<file path="src/logic/ieg_cfg.svh">
// Offsets, field positions, reset values and class masks of the interrupt gating block
`ifndef IEG_CFG_SVH
`define IEG_CFG_SVH

`define IEG_ADDR_W        12
`define IEG_OFS_ENABLE    12'h000
`define IEG_OFS_PENDING   12'h004
`define IEG_OFS_MASK      12'h008

`define IEG_B_RAM_INIT    0
`define IEG_B_EEPROM      1
`define IEG_B_PARITY      2
`define IEG_B_TT_ROLL     3
`define IEG_B_ILL_CMD     8
`define IEG_B_MSG_ERR     10
`define IEG_B_BCAST       11
`define IEG_B_WORD_ADDR   12
`define IEG_B_IDX_ZERO    13

`define IEG_ENABLE_RST    16'h0007
`define IEG_ENABLE_FIXED  16'h0007
`define IEG_ENABLE_WMASK  16'h3d08
`define IEG_PENDING_RST   16'h0000
`define IEG_MASK_RST      16'h0000
`define IEG_HW_CLASS      16'h000f
`define IEG_MSG_CLASS     16'h3d00

`define IEG_TT_MAX        16'hffff
`define IEG_TT_ZERO       16'h0000

`endif

</file>
<file path="src/logic/ieg_pkg.sv">
// Types shared by the interrupt gating block
package ieg_pkg;

   typedef logic [15:0] ieg_word_t;

   typedef struct packed {
      logic addr_parity_fail_int;
      logic eeprom_checksum_fail_int;
      logic ram_init_fail_int;
      logic illegal_command_int;
      logic message_error_int;
      logic index_equal_zero_int;
      logic word_addr_match_int;
      logic broadcast_rx_int;
   } ieg_evt_s;

   typedef struct packed {
      logic index_equal_zero_int;
      logic word_addr_match_int;
      logic broadcast_rx_int;
   } ieg_desc_s;

   typedef enum logic [0:0] {
      IEG_IDLE,
      IEG_ANSWER
   } ieg_apb_e;

endpackage

</file>
<file path="src/logic/ieg_top.sv">
// Interrupt enable, pending and output gating with APB register access
//
// Local design decisions: the register offsets and the APB register port.
`timescale 1ns/100ps
`include "ieg_cfg.svh"

// Summary of operation
// (RULE1) Enabled time-tag wrap from all ones to zero sets pending and hardware output.
// (RULE2) Enabled address parity error drives the hardware interrupt output.
// (RULE3) Parity, checksum and RAM-init enables read one and ignore host clears.
// (RULE4) Enabled EEPROM checksum failure drives the hardware interrupt output.
// (RULE5) Enabled RAM init mismatch drives the hardware interrupt output.
// (RULE6) A cleared enable blocks the hardware and message outputs and leaves that pending bit untouched.
// (RULE7) Events seen while disabled are dropped, never signalled later.
// (RULE8) Index, word-address and broadcast events need descriptor bit and global enable.
// (RULE9) Illegal command, message error and hardware events ignore descriptor bits.
// (RULE10) An event passing its enables sets pending and raises its output.
// (RULE11) Enabled illegal commands drive the message output, not the hardware one.
// (RULE12) Hardware and message outputs are clocked and stay high while an enabled pending bit of their class remains.
module ieg_top (
   input  wire logic                      i_ref_clk,
   input  wire logic                      i_arst_n,
   input  wire logic                      i_psel,
   input  wire logic                      i_penable,
   input  wire logic                      i_pwrite,
   input  wire logic [`IEG_ADDR_W-1:0]    i_paddr,
   input  wire logic [31:0]               i_pwdata,
   input  wire logic [15:0]               i_timetag,
   input  wire ieg_pkg::ieg_evt_s         i_evt,
   input  wire ieg_pkg::ieg_desc_s        i_desc,
   output logic                           o_pready,
   output logic [31:0]                    o_prdata,
   output logic                           o_pslverr,
   output logic                           o_hardware_irq_out,
   output logic                           o_message_irq_out,
   output logic                           o_irq
);

   logic [1:0]          rst_pipe;
   logic                rst_n;

   ieg_pkg::ieg_apb_e   state;
   ieg_pkg::ieg_apb_e   next_state;
   logic                next_pready;
   logic [31:0]         next_prdata;
   logic                next_pslverr;

   ieg_pkg::ieg_word_t  enable;
   ieg_pkg::ieg_word_t  pending;
   ieg_pkg::ieg_word_t  mask;
   logic [15:0]         tt_prev;
   ieg_pkg::ieg_word_t  next_enable;
   ieg_pkg::ieg_word_t  next_pending;
   ieg_pkg::ieg_word_t  next_mask;
   logic [15:0]         next_tt_prev;
   logic                next_hw_out;
   logic                next_msg_out;
   logic                next_irq;

   logic                wr_commit;
   logic                tt_wrap;
   ieg_pkg::ieg_word_t  raw_evt;
   ieg_pkg::ieg_word_t  set_vec;
   ieg_pkg::ieg_word_t  w1c;

   function automatic logic addr_is(input logic [`IEG_ADDR_W-1:0] addr,
                                    input logic [`IEG_ADDR_W-1:0] ofs);
      addr_is = (addr[`IEG_ADDR_W-1:2] == ofs[`IEG_ADDR_W-1:2]);
   endfunction

   function automatic logic class_any(input ieg_pkg::ieg_word_t pend,
                                      input ieg_pkg::ieg_word_t en,
                                      input ieg_pkg::ieg_word_t cls);
      class_any = |(pend & en & cls);
   endfunction

   // Reset released through two flops, asserted at once
   always_ff @(posedge i_ref_clk or negedge i_arst_n) begin
      if (!i_arst_n) begin
         rst_pipe <= 2'h0;
      end else begin
         rst_pipe <= {rst_pipe[0], 1'b1};
      end
   end

   assign rst_n = rst_pipe[1];

   // APB slave: one wait state, so read data and pready both come from flops
   always_comb begin
      next_state   = state;
      next_pready  = 1'b0;
      next_prdata  = 32'h0000_0000;
      next_pslverr = 1'b0;
      case (state)
         ieg_pkg::IEG_IDLE: begin
            if (i_psel && i_penable) begin
               next_state  = ieg_pkg::IEG_ANSWER;
               next_pready = 1'b1;
               if (addr_is(i_paddr, `IEG_OFS_ENABLE)) begin
                  next_prdata = {16'h0000, enable};
               end else if (addr_is(i_paddr, `IEG_OFS_PENDING)) begin
                  next_prdata = {16'h0000, pending};
               end else if (addr_is(i_paddr, `IEG_OFS_MASK)) begin
                  next_prdata = {16'h0000, mask};
               end else begin
                  next_pslverr = 1'b1;
               end
            end
         end
         ieg_pkg::IEG_ANSWER: begin
            next_state = ieg_pkg::IEG_IDLE;
         end
         default: begin
            next_state = ieg_pkg::IEG_IDLE;
         end
      endcase
   end

   always_ff @(posedge i_ref_clk or negedge rst_n) begin
      if (!rst_n) begin
         state     <= ieg_pkg::IEG_IDLE;
         o_pready  <= 1'b0;
         o_prdata  <= 32'h0000_0000;
         o_pslverr <= 1'b0;
      end else begin
         state     <= next_state;
         o_pready  <= next_pready;
         o_prdata  <= next_prdata;
         o_pslverr <= next_pslverr;
      end
   end

   // Writes land only on the edge where the master sees pready
   assign wr_commit = (state == ieg_pkg::IEG_ANSWER) && i_psel && i_penable && i_pwrite;

   // Enable, pending and mask registers plus output gating
   always_comb begin
      next_enable  = enable;
      next_mask    = mask;
      w1c          = 16'h0000;
      next_tt_prev = i_timetag;
      tt_wrap      = (tt_prev == `IEG_TT_MAX) && (i_timetag == `IEG_TT_ZERO); // RULE1
      if (wr_commit && addr_is(i_paddr, `IEG_OFS_ENABLE)) begin
         // Failure enables are forced high so a host write cannot clear them
         next_enable = (i_pwdata[15:0] & `IEG_ENABLE_WMASK) | `IEG_ENABLE_FIXED; // RULE3
      end else if (wr_commit && addr_is(i_paddr, `IEG_OFS_PENDING)) begin
         w1c = i_pwdata[15:0];
      end else if (wr_commit && addr_is(i_paddr, `IEG_OFS_MASK)) begin
         next_mask = i_pwdata[15:0];
      end
      raw_evt = 16'h0000;
      raw_evt[`IEG_B_TT_ROLL]  = tt_wrap; // RULE1
      raw_evt[`IEG_B_PARITY]   = i_evt.addr_parity_fail_int; // RULE2
      raw_evt[`IEG_B_EEPROM]   = i_evt.eeprom_checksum_fail_int; // RULE4
      raw_evt[`IEG_B_RAM_INIT] = i_evt.ram_init_fail_int; // RULE5
      raw_evt[`IEG_B_ILL_CMD]  = i_evt.illegal_command_int; // RULE9
      raw_evt[`IEG_B_MSG_ERR]  = i_evt.message_error_int; // RULE9
      raw_evt[`IEG_B_IDX_ZERO] = i_evt.index_equal_zero_int & i_desc.index_equal_zero_int; // RULE8
      raw_evt[`IEG_B_WORD_ADDR] = i_evt.word_addr_match_int & i_desc.word_addr_match_int; // RULE8
      raw_evt[`IEG_B_BCAST]    = i_evt.broadcast_rx_int & i_desc.broadcast_rx_int; // RULE8
      // Gated events are dropped here, nothing is held for a later enable
      set_vec = raw_evt & enable; // RULE6 RULE7
      // Set wins over a same-cycle write-one-to-clear
      next_pending = (pending & ~w1c) | set_vec; // RULE10
      next_hw_out  = class_any(next_pending, next_enable, `IEG_HW_CLASS); // RULE12
      next_msg_out = class_any(next_pending, next_enable, `IEG_MSG_CLASS); // RULE11 RULE12
      next_irq     = |(next_pending & ~next_mask);
   end

   always_ff @(posedge i_ref_clk or negedge rst_n) begin
      if (!rst_n) begin
         enable             <= `IEG_ENABLE_RST;
         pending            <= `IEG_PENDING_RST;
         mask               <= `IEG_MASK_RST;
         tt_prev            <= `IEG_TT_ZERO;
         o_hardware_irq_out <= 1'b0;
         o_message_irq_out  <= 1'b0;
         o_irq              <= 1'b0;
      end else begin
         enable             <= next_enable;
         pending            <= next_pending;
         mask               <= next_mask;
         tt_prev            <= next_tt_prev;
         o_hardware_irq_out <= next_hw_out;
         o_message_irq_out  <= next_msg_out;
         o_irq              <= next_irq;
      end
   end
endmodule

</file>
<file path="config.mk">
export PLATFORM = sky130hd
export DESIGN_NAME = ieg_top
export DESIGN_NICKNAME = d
export VERILOG_FILES = /design/src/logic/ieg_pkg.sv /design/src/logic/ieg_top.sv
export VERILOG_INCLUDE_DIRS = /design/src /design/src/logic
export SDC_FILE = /design/constraint.sdc
export NUM_CORES = 1
export LEC_CHECK = 0
export CAP_MARGIN = 15
export CORE_UTILIZATION = 35
export CTS_CLUSTER_SIZE = 40
export DETAILED_ROUTE_END_ITERATION = 16
export DONT_BUFFER_PORTS = 1
export GPL_ROUTABILITY_DRIVEN = 0
export GPL_TIMING_DRIVEN = 0
export PLACE_DENSITY = 0.59
export SLEW_MARGIN = 20
export SYNTH_ARGS = -nofsm -noshare
export SYNTH_HDL_FRONTEND = slang
export SYNTH_SLANG_ARGS = --single-unit
export TNS_END_PERCENT = 5
</file>
<file path="constraint.sdc">
create_clock -name i_ref_clk -period 5.3 [get_ports i_ref_clk]
set_clock_uncertainty 0.15 [all_clocks]
set_input_delay 0.53 -clock i_ref_clk [delete_from_list [all_inputs] [get_ports i_ref_clk]]
set_output_delay 0.53 -clock i_ref_clk [all_outputs]
set_load 0.005 [all_outputs]
</file>
# Word-level counts from Yosys, hierarchy flattened
# Index checks and enable logic that the tools add are counted.
# word_totals
regBits,104
inputBits,76
word_cells,58
# classes
n_eq_ne,3
mux,19
bitwise_logic,11
reduce_logical,13
# op_table
op,count
16-bit 2-to-1 mux,11
16-bit bitwise AND,2
16-bit NOT,2
14-bit by 16-bit bitwise AND with 16-bit output,1
"16-bit == test, second input constant",1
16-bit logical NOT,1
16-bit OR,1
16-bit OR reduction,1
14-bit bitwise AND,1
"10-bit by 1-bit == test with 1-bit output, second input constant",1
"10-bit by 2-bit == test with 1-bit output, second input constant",1
10-bit logical NOT,1
1-bit logical AND,8
1-bit 2-to-1 mux,7
5-bit OR reduction,1
4-bit OR reduction,1
1-bit bitwise AND,3
1-bit case mux with 2 select lines,1
1-bit NOT,1

# Logic depth before layout (Yosys ltp)
# depth
depth_word,11
depth_mapped,9
depth_no_buf,7

# Least setup slack after synthesis
# No wires, ideal clock.
# synth_path
path_kind,input to register
from,in i_timetag[13]
to,reg o_irq
setup_time_ps,71
t_arrival_ps,2149
t_required_ps,5079
slack_ps,2931
cell_stages,7
n_path_buf,0
path_cell_list,or4_1 > or4_1 > nor4_1 > a21o_2 > a22o_4 > a21oi_1 > nand4_1
# synth_between
elab_chain_len,6
# synth_rtl
element,line_no,rtl
start: declaration,ieg_top.sv:28,"input wire logic [15:0] i_timetag,"
16-bit logical NOT (no line),-,
1-bit logical AND,ieg_top.sv:142,tt_wrap = (tt_prev == `IEG_TT_MAX) && (i_timetag == `IEG_TT_ZERO);
14-bit by 16-bit bitwise AND with 16-bit output,ieg_top.sv:162,set_vec = raw_evt & enable;
16-bit OR,ieg_top.sv:164,next_pending = (pending & ~w1c) | set_vec;
named net next_pending[3],ieg_top.sv:53,ieg_pkg::ieg_word_t next_pending;
16-bit bitwise AND,ieg_top.sv:167,next_irq = |(next_pending & ~next_mask);
16-bit OR reduction,ieg_top.sv:167,
named net next_irq,ieg_top.sv:58,logic next_irq;
end signal: assignment,ieg_top.sv:186,o_irq <= next_irq;
end: declaration,ieg_top.sv:36,output logic o_irq
# The timed path passes the listed nets, and every way through them passes these cells.

==> run metrics <==
CTS H-tree depth 3; r2r worst-path depth 9; Synth Instances between 200 and 300; P_leak 1.99 nW; Clock power frac 0.387; Post-synth EDFFs 0; max-capacitance violation count 0; Post-DP HPWL 5480 µm; Worst-Skew Late Latency between 0.3 and 0.4 ns; DR vias 2109; Critical Path Max Stage Delay 0.38 ns; Vias/cell 5.00; final slew viol count 0; total power 1.14 mW; Tightest Pin Transition 0.604 ns; Flop pwr share 0.584; Final Non-Filler Cells 422; nets 364; Total GRT Usage 0.164; Synth area leader dfrtp_1; first drt pass iteration count 5; most frequent CP cell and4_1; final period utilization 0.455; pwr/cell area 297 mW/mm²; register area share after synthesis 0.627; clk slew on worst S/H paths 0.10 ns; Critical Path AT 2.49 ns; Area growth, synth to finish 13.2%; Sw Pwr ~290 µW; share of the synthesized area in the top cell type 0.604; setup TNS 0 ns; CTS tree yes; top_reg_cell synth dfrtp_1; DIE WIDTH 101 µm; hold slack roughly 0.039 ns; global route overflow 0; WS Path Type reg2reg; cell row count 35; drt total wl 7650 µm; Yosys Warn Count 0; fmax 0.414 GHz; placed inst area 0.00364 mm²; Seq cells post-synth 85; worst-path maximum fanout 10; CTS root buffer clkbuf_8; Pint 856 µW; CTS buffer count 9; clock tree buffer depth 2; final setup fails 0; CTS Sinks 85; Netlist cell types 46; hold path cells 0; Critical Path Source Type register; n_diodes 0; starting density of the core 0.364; post-placement cell count 405; CP Cell Sequence and4_1 > and4_1 > buf_6 > buf_2 > a21boi_1 > a31oi_1 > inv_1 > a222oi_1 > nand2_1; Avg Inst Size Synth 13.1 µm²; Worst setup EP type register; Port Buf Inserts 0; Rel. slew slack 0.598; most frequent cells in the layout dfrtp_1, inv_1, buf_4, conb_1; # fillers 889; Finished Cell Area just under 0.004 mm²; Crit-path slowest cell dfrtp_1; RSZ-0062 raised after global routing no; Critical Path RT 5.38 ns; switching share of total power 0.250; worst setup slack after layout 2.89 ns; wire per inst 18.1 µm; Die Height roughly 100 µm; outcome finished, final reports clean; Synth area leaders dfrtp_1, a222oi_1, mux2i_1, buf_4, dfstp_2; largest net degree at the start of global routing 51; CORE AREA 0.00933 mm²; final hold violation count 0; Final min period 2.41 ns; Worst VDD drop 0.131 mV; worst hold path type in2reg; die area 0.0101 mm²; Setup WS pre-CTS 2.52 ns; io pins 113; share of layout cells above drive strength 1 0.198; Netlist Area Pre-Place between 0.003 and 0.004 mm²; global-route wire length before repair 12100 µm; antenna-violating nets left 0; most common cell after layout, fill and taps aside dfrtp_1; vias in the first global route approximately 2200; initial antenna violation count 0; Remaining DRCs 0; final core occ 0.412; Comb pwr share 0.029; initial DRC count 126; ys async rst share 1.00; post-CTS setup buffer count 0
## power by group through the flow
stage / Combinational (mW) / Sequential, mW / Clock [mW]
2_1_floorplan: 0.0203 / 0.682 / 0
3_3_place_gp: 0.0234 / 0.686 / 0
3_5_place_dp: 0.0334 / 0.680 / 0
4_1_cts: 0.0341 / 0.667 / 0.457
5_1_grt: 0.0380 / 0.669 / 0.492
6_report: 0.0337 / 0.667 / 0.442
## final timing paths
| check | from | endpoint | slack, ns |
|---|---|---|---|
| worst max-delay path | o_pready | o_message_irq_out | 2.89 |
| worst min-delay path | i_timetag[11] | tt_prev[11] | 0.04 |
| worst max register to register | o_pready | o_message_irq_out | 2.89 |
| worst min register to register | rst_pipe[1] | tt_prev[11] | 0.14 |
| max in group asynchronous | rst_pipe[1] | enable[0] | 4.20 |
| min in group asynchronous | rst_pipe[1] | tt_prev[11] | 0.14 |
## routing by layer
metal | wire (µm) | up-vias | track usage
met5 | 0 | - | 0
met4 | 70 | 0 | 0.0602
met3 | 616 | 6 | 0.0576
met2 | 3760 | 94 | 0.266
met1 | 3200 | 1040 | 0.203
li1 | - | 969 | -
## flip-flops by register name (all words and copies together), names as in the netlist
register and cells:
o_pslverr 1, o_hardware_irq_out 1, o_prdata 16, enable 14
tt_prev 16, rst_pipe 2, mask 16, o_pready 1
pending 16, o_irq 1, o_message_irq_out 1
## cells by family after synthesis
family	synth area share
AOI/OAI and AO/OA	0.122
buffers and inverters	0.0682
DFF	0.627
and+or+nand+nor	0.110
other	0.00221
muxes	0.0704
## Yosys cell counts (all sizes together) (2+ instances only)
cell type	n
dfrtp	82
clkbuf	5
dfstp	3
nor2b	2
buf	20
conb	2
or4	2
mux2	9
a21boi	7
a21oi	2
inv	17
and2	6
nand2	12
a222oi	15
nor3	5
nand4	5
nor2	15
a22oi	7
nand2b	3
and3	2
a22o	7
mux2i	13
nor4	5
a21bo	2
and4	2
## timing repair
item                       4_1_cts  5_1_grt
hold endpoints to repair         2        0
gates resized for setup          0        0
setup endpoints to repair        0        0
hold buffers                     1        0
## layout make-up
class | count | area [µm²] | area share
Multi-Input combinational cell | 148 | 1090 | 0.284
Clock inverter | 7 | 63.8 | 0.0166
Sequential cell | 85 | 2130 | 0.556
Clock buffer | 9 | 124 | 0.0322
Timing Repair Buffer | 2 | 37.5 | 0.00977
Buffer | 25 | 168 | 0.0436
Inverter | 17 | 63.8 | 0.0166
Tap cell | 129 | 161 | 0.0420
## critical path: cells and delay by family, from the launching register on
kind / cells / cell delay (ns)
AO/OA/AOI/OAI: 3 / 0.66
AND/OR/NAND/NOR: 3 / 0.62
buffers and inverters: 3 / 0.47
flip-flops: 1 / 0.38
No activity file was read; power rests on OpenSTA's default activity.
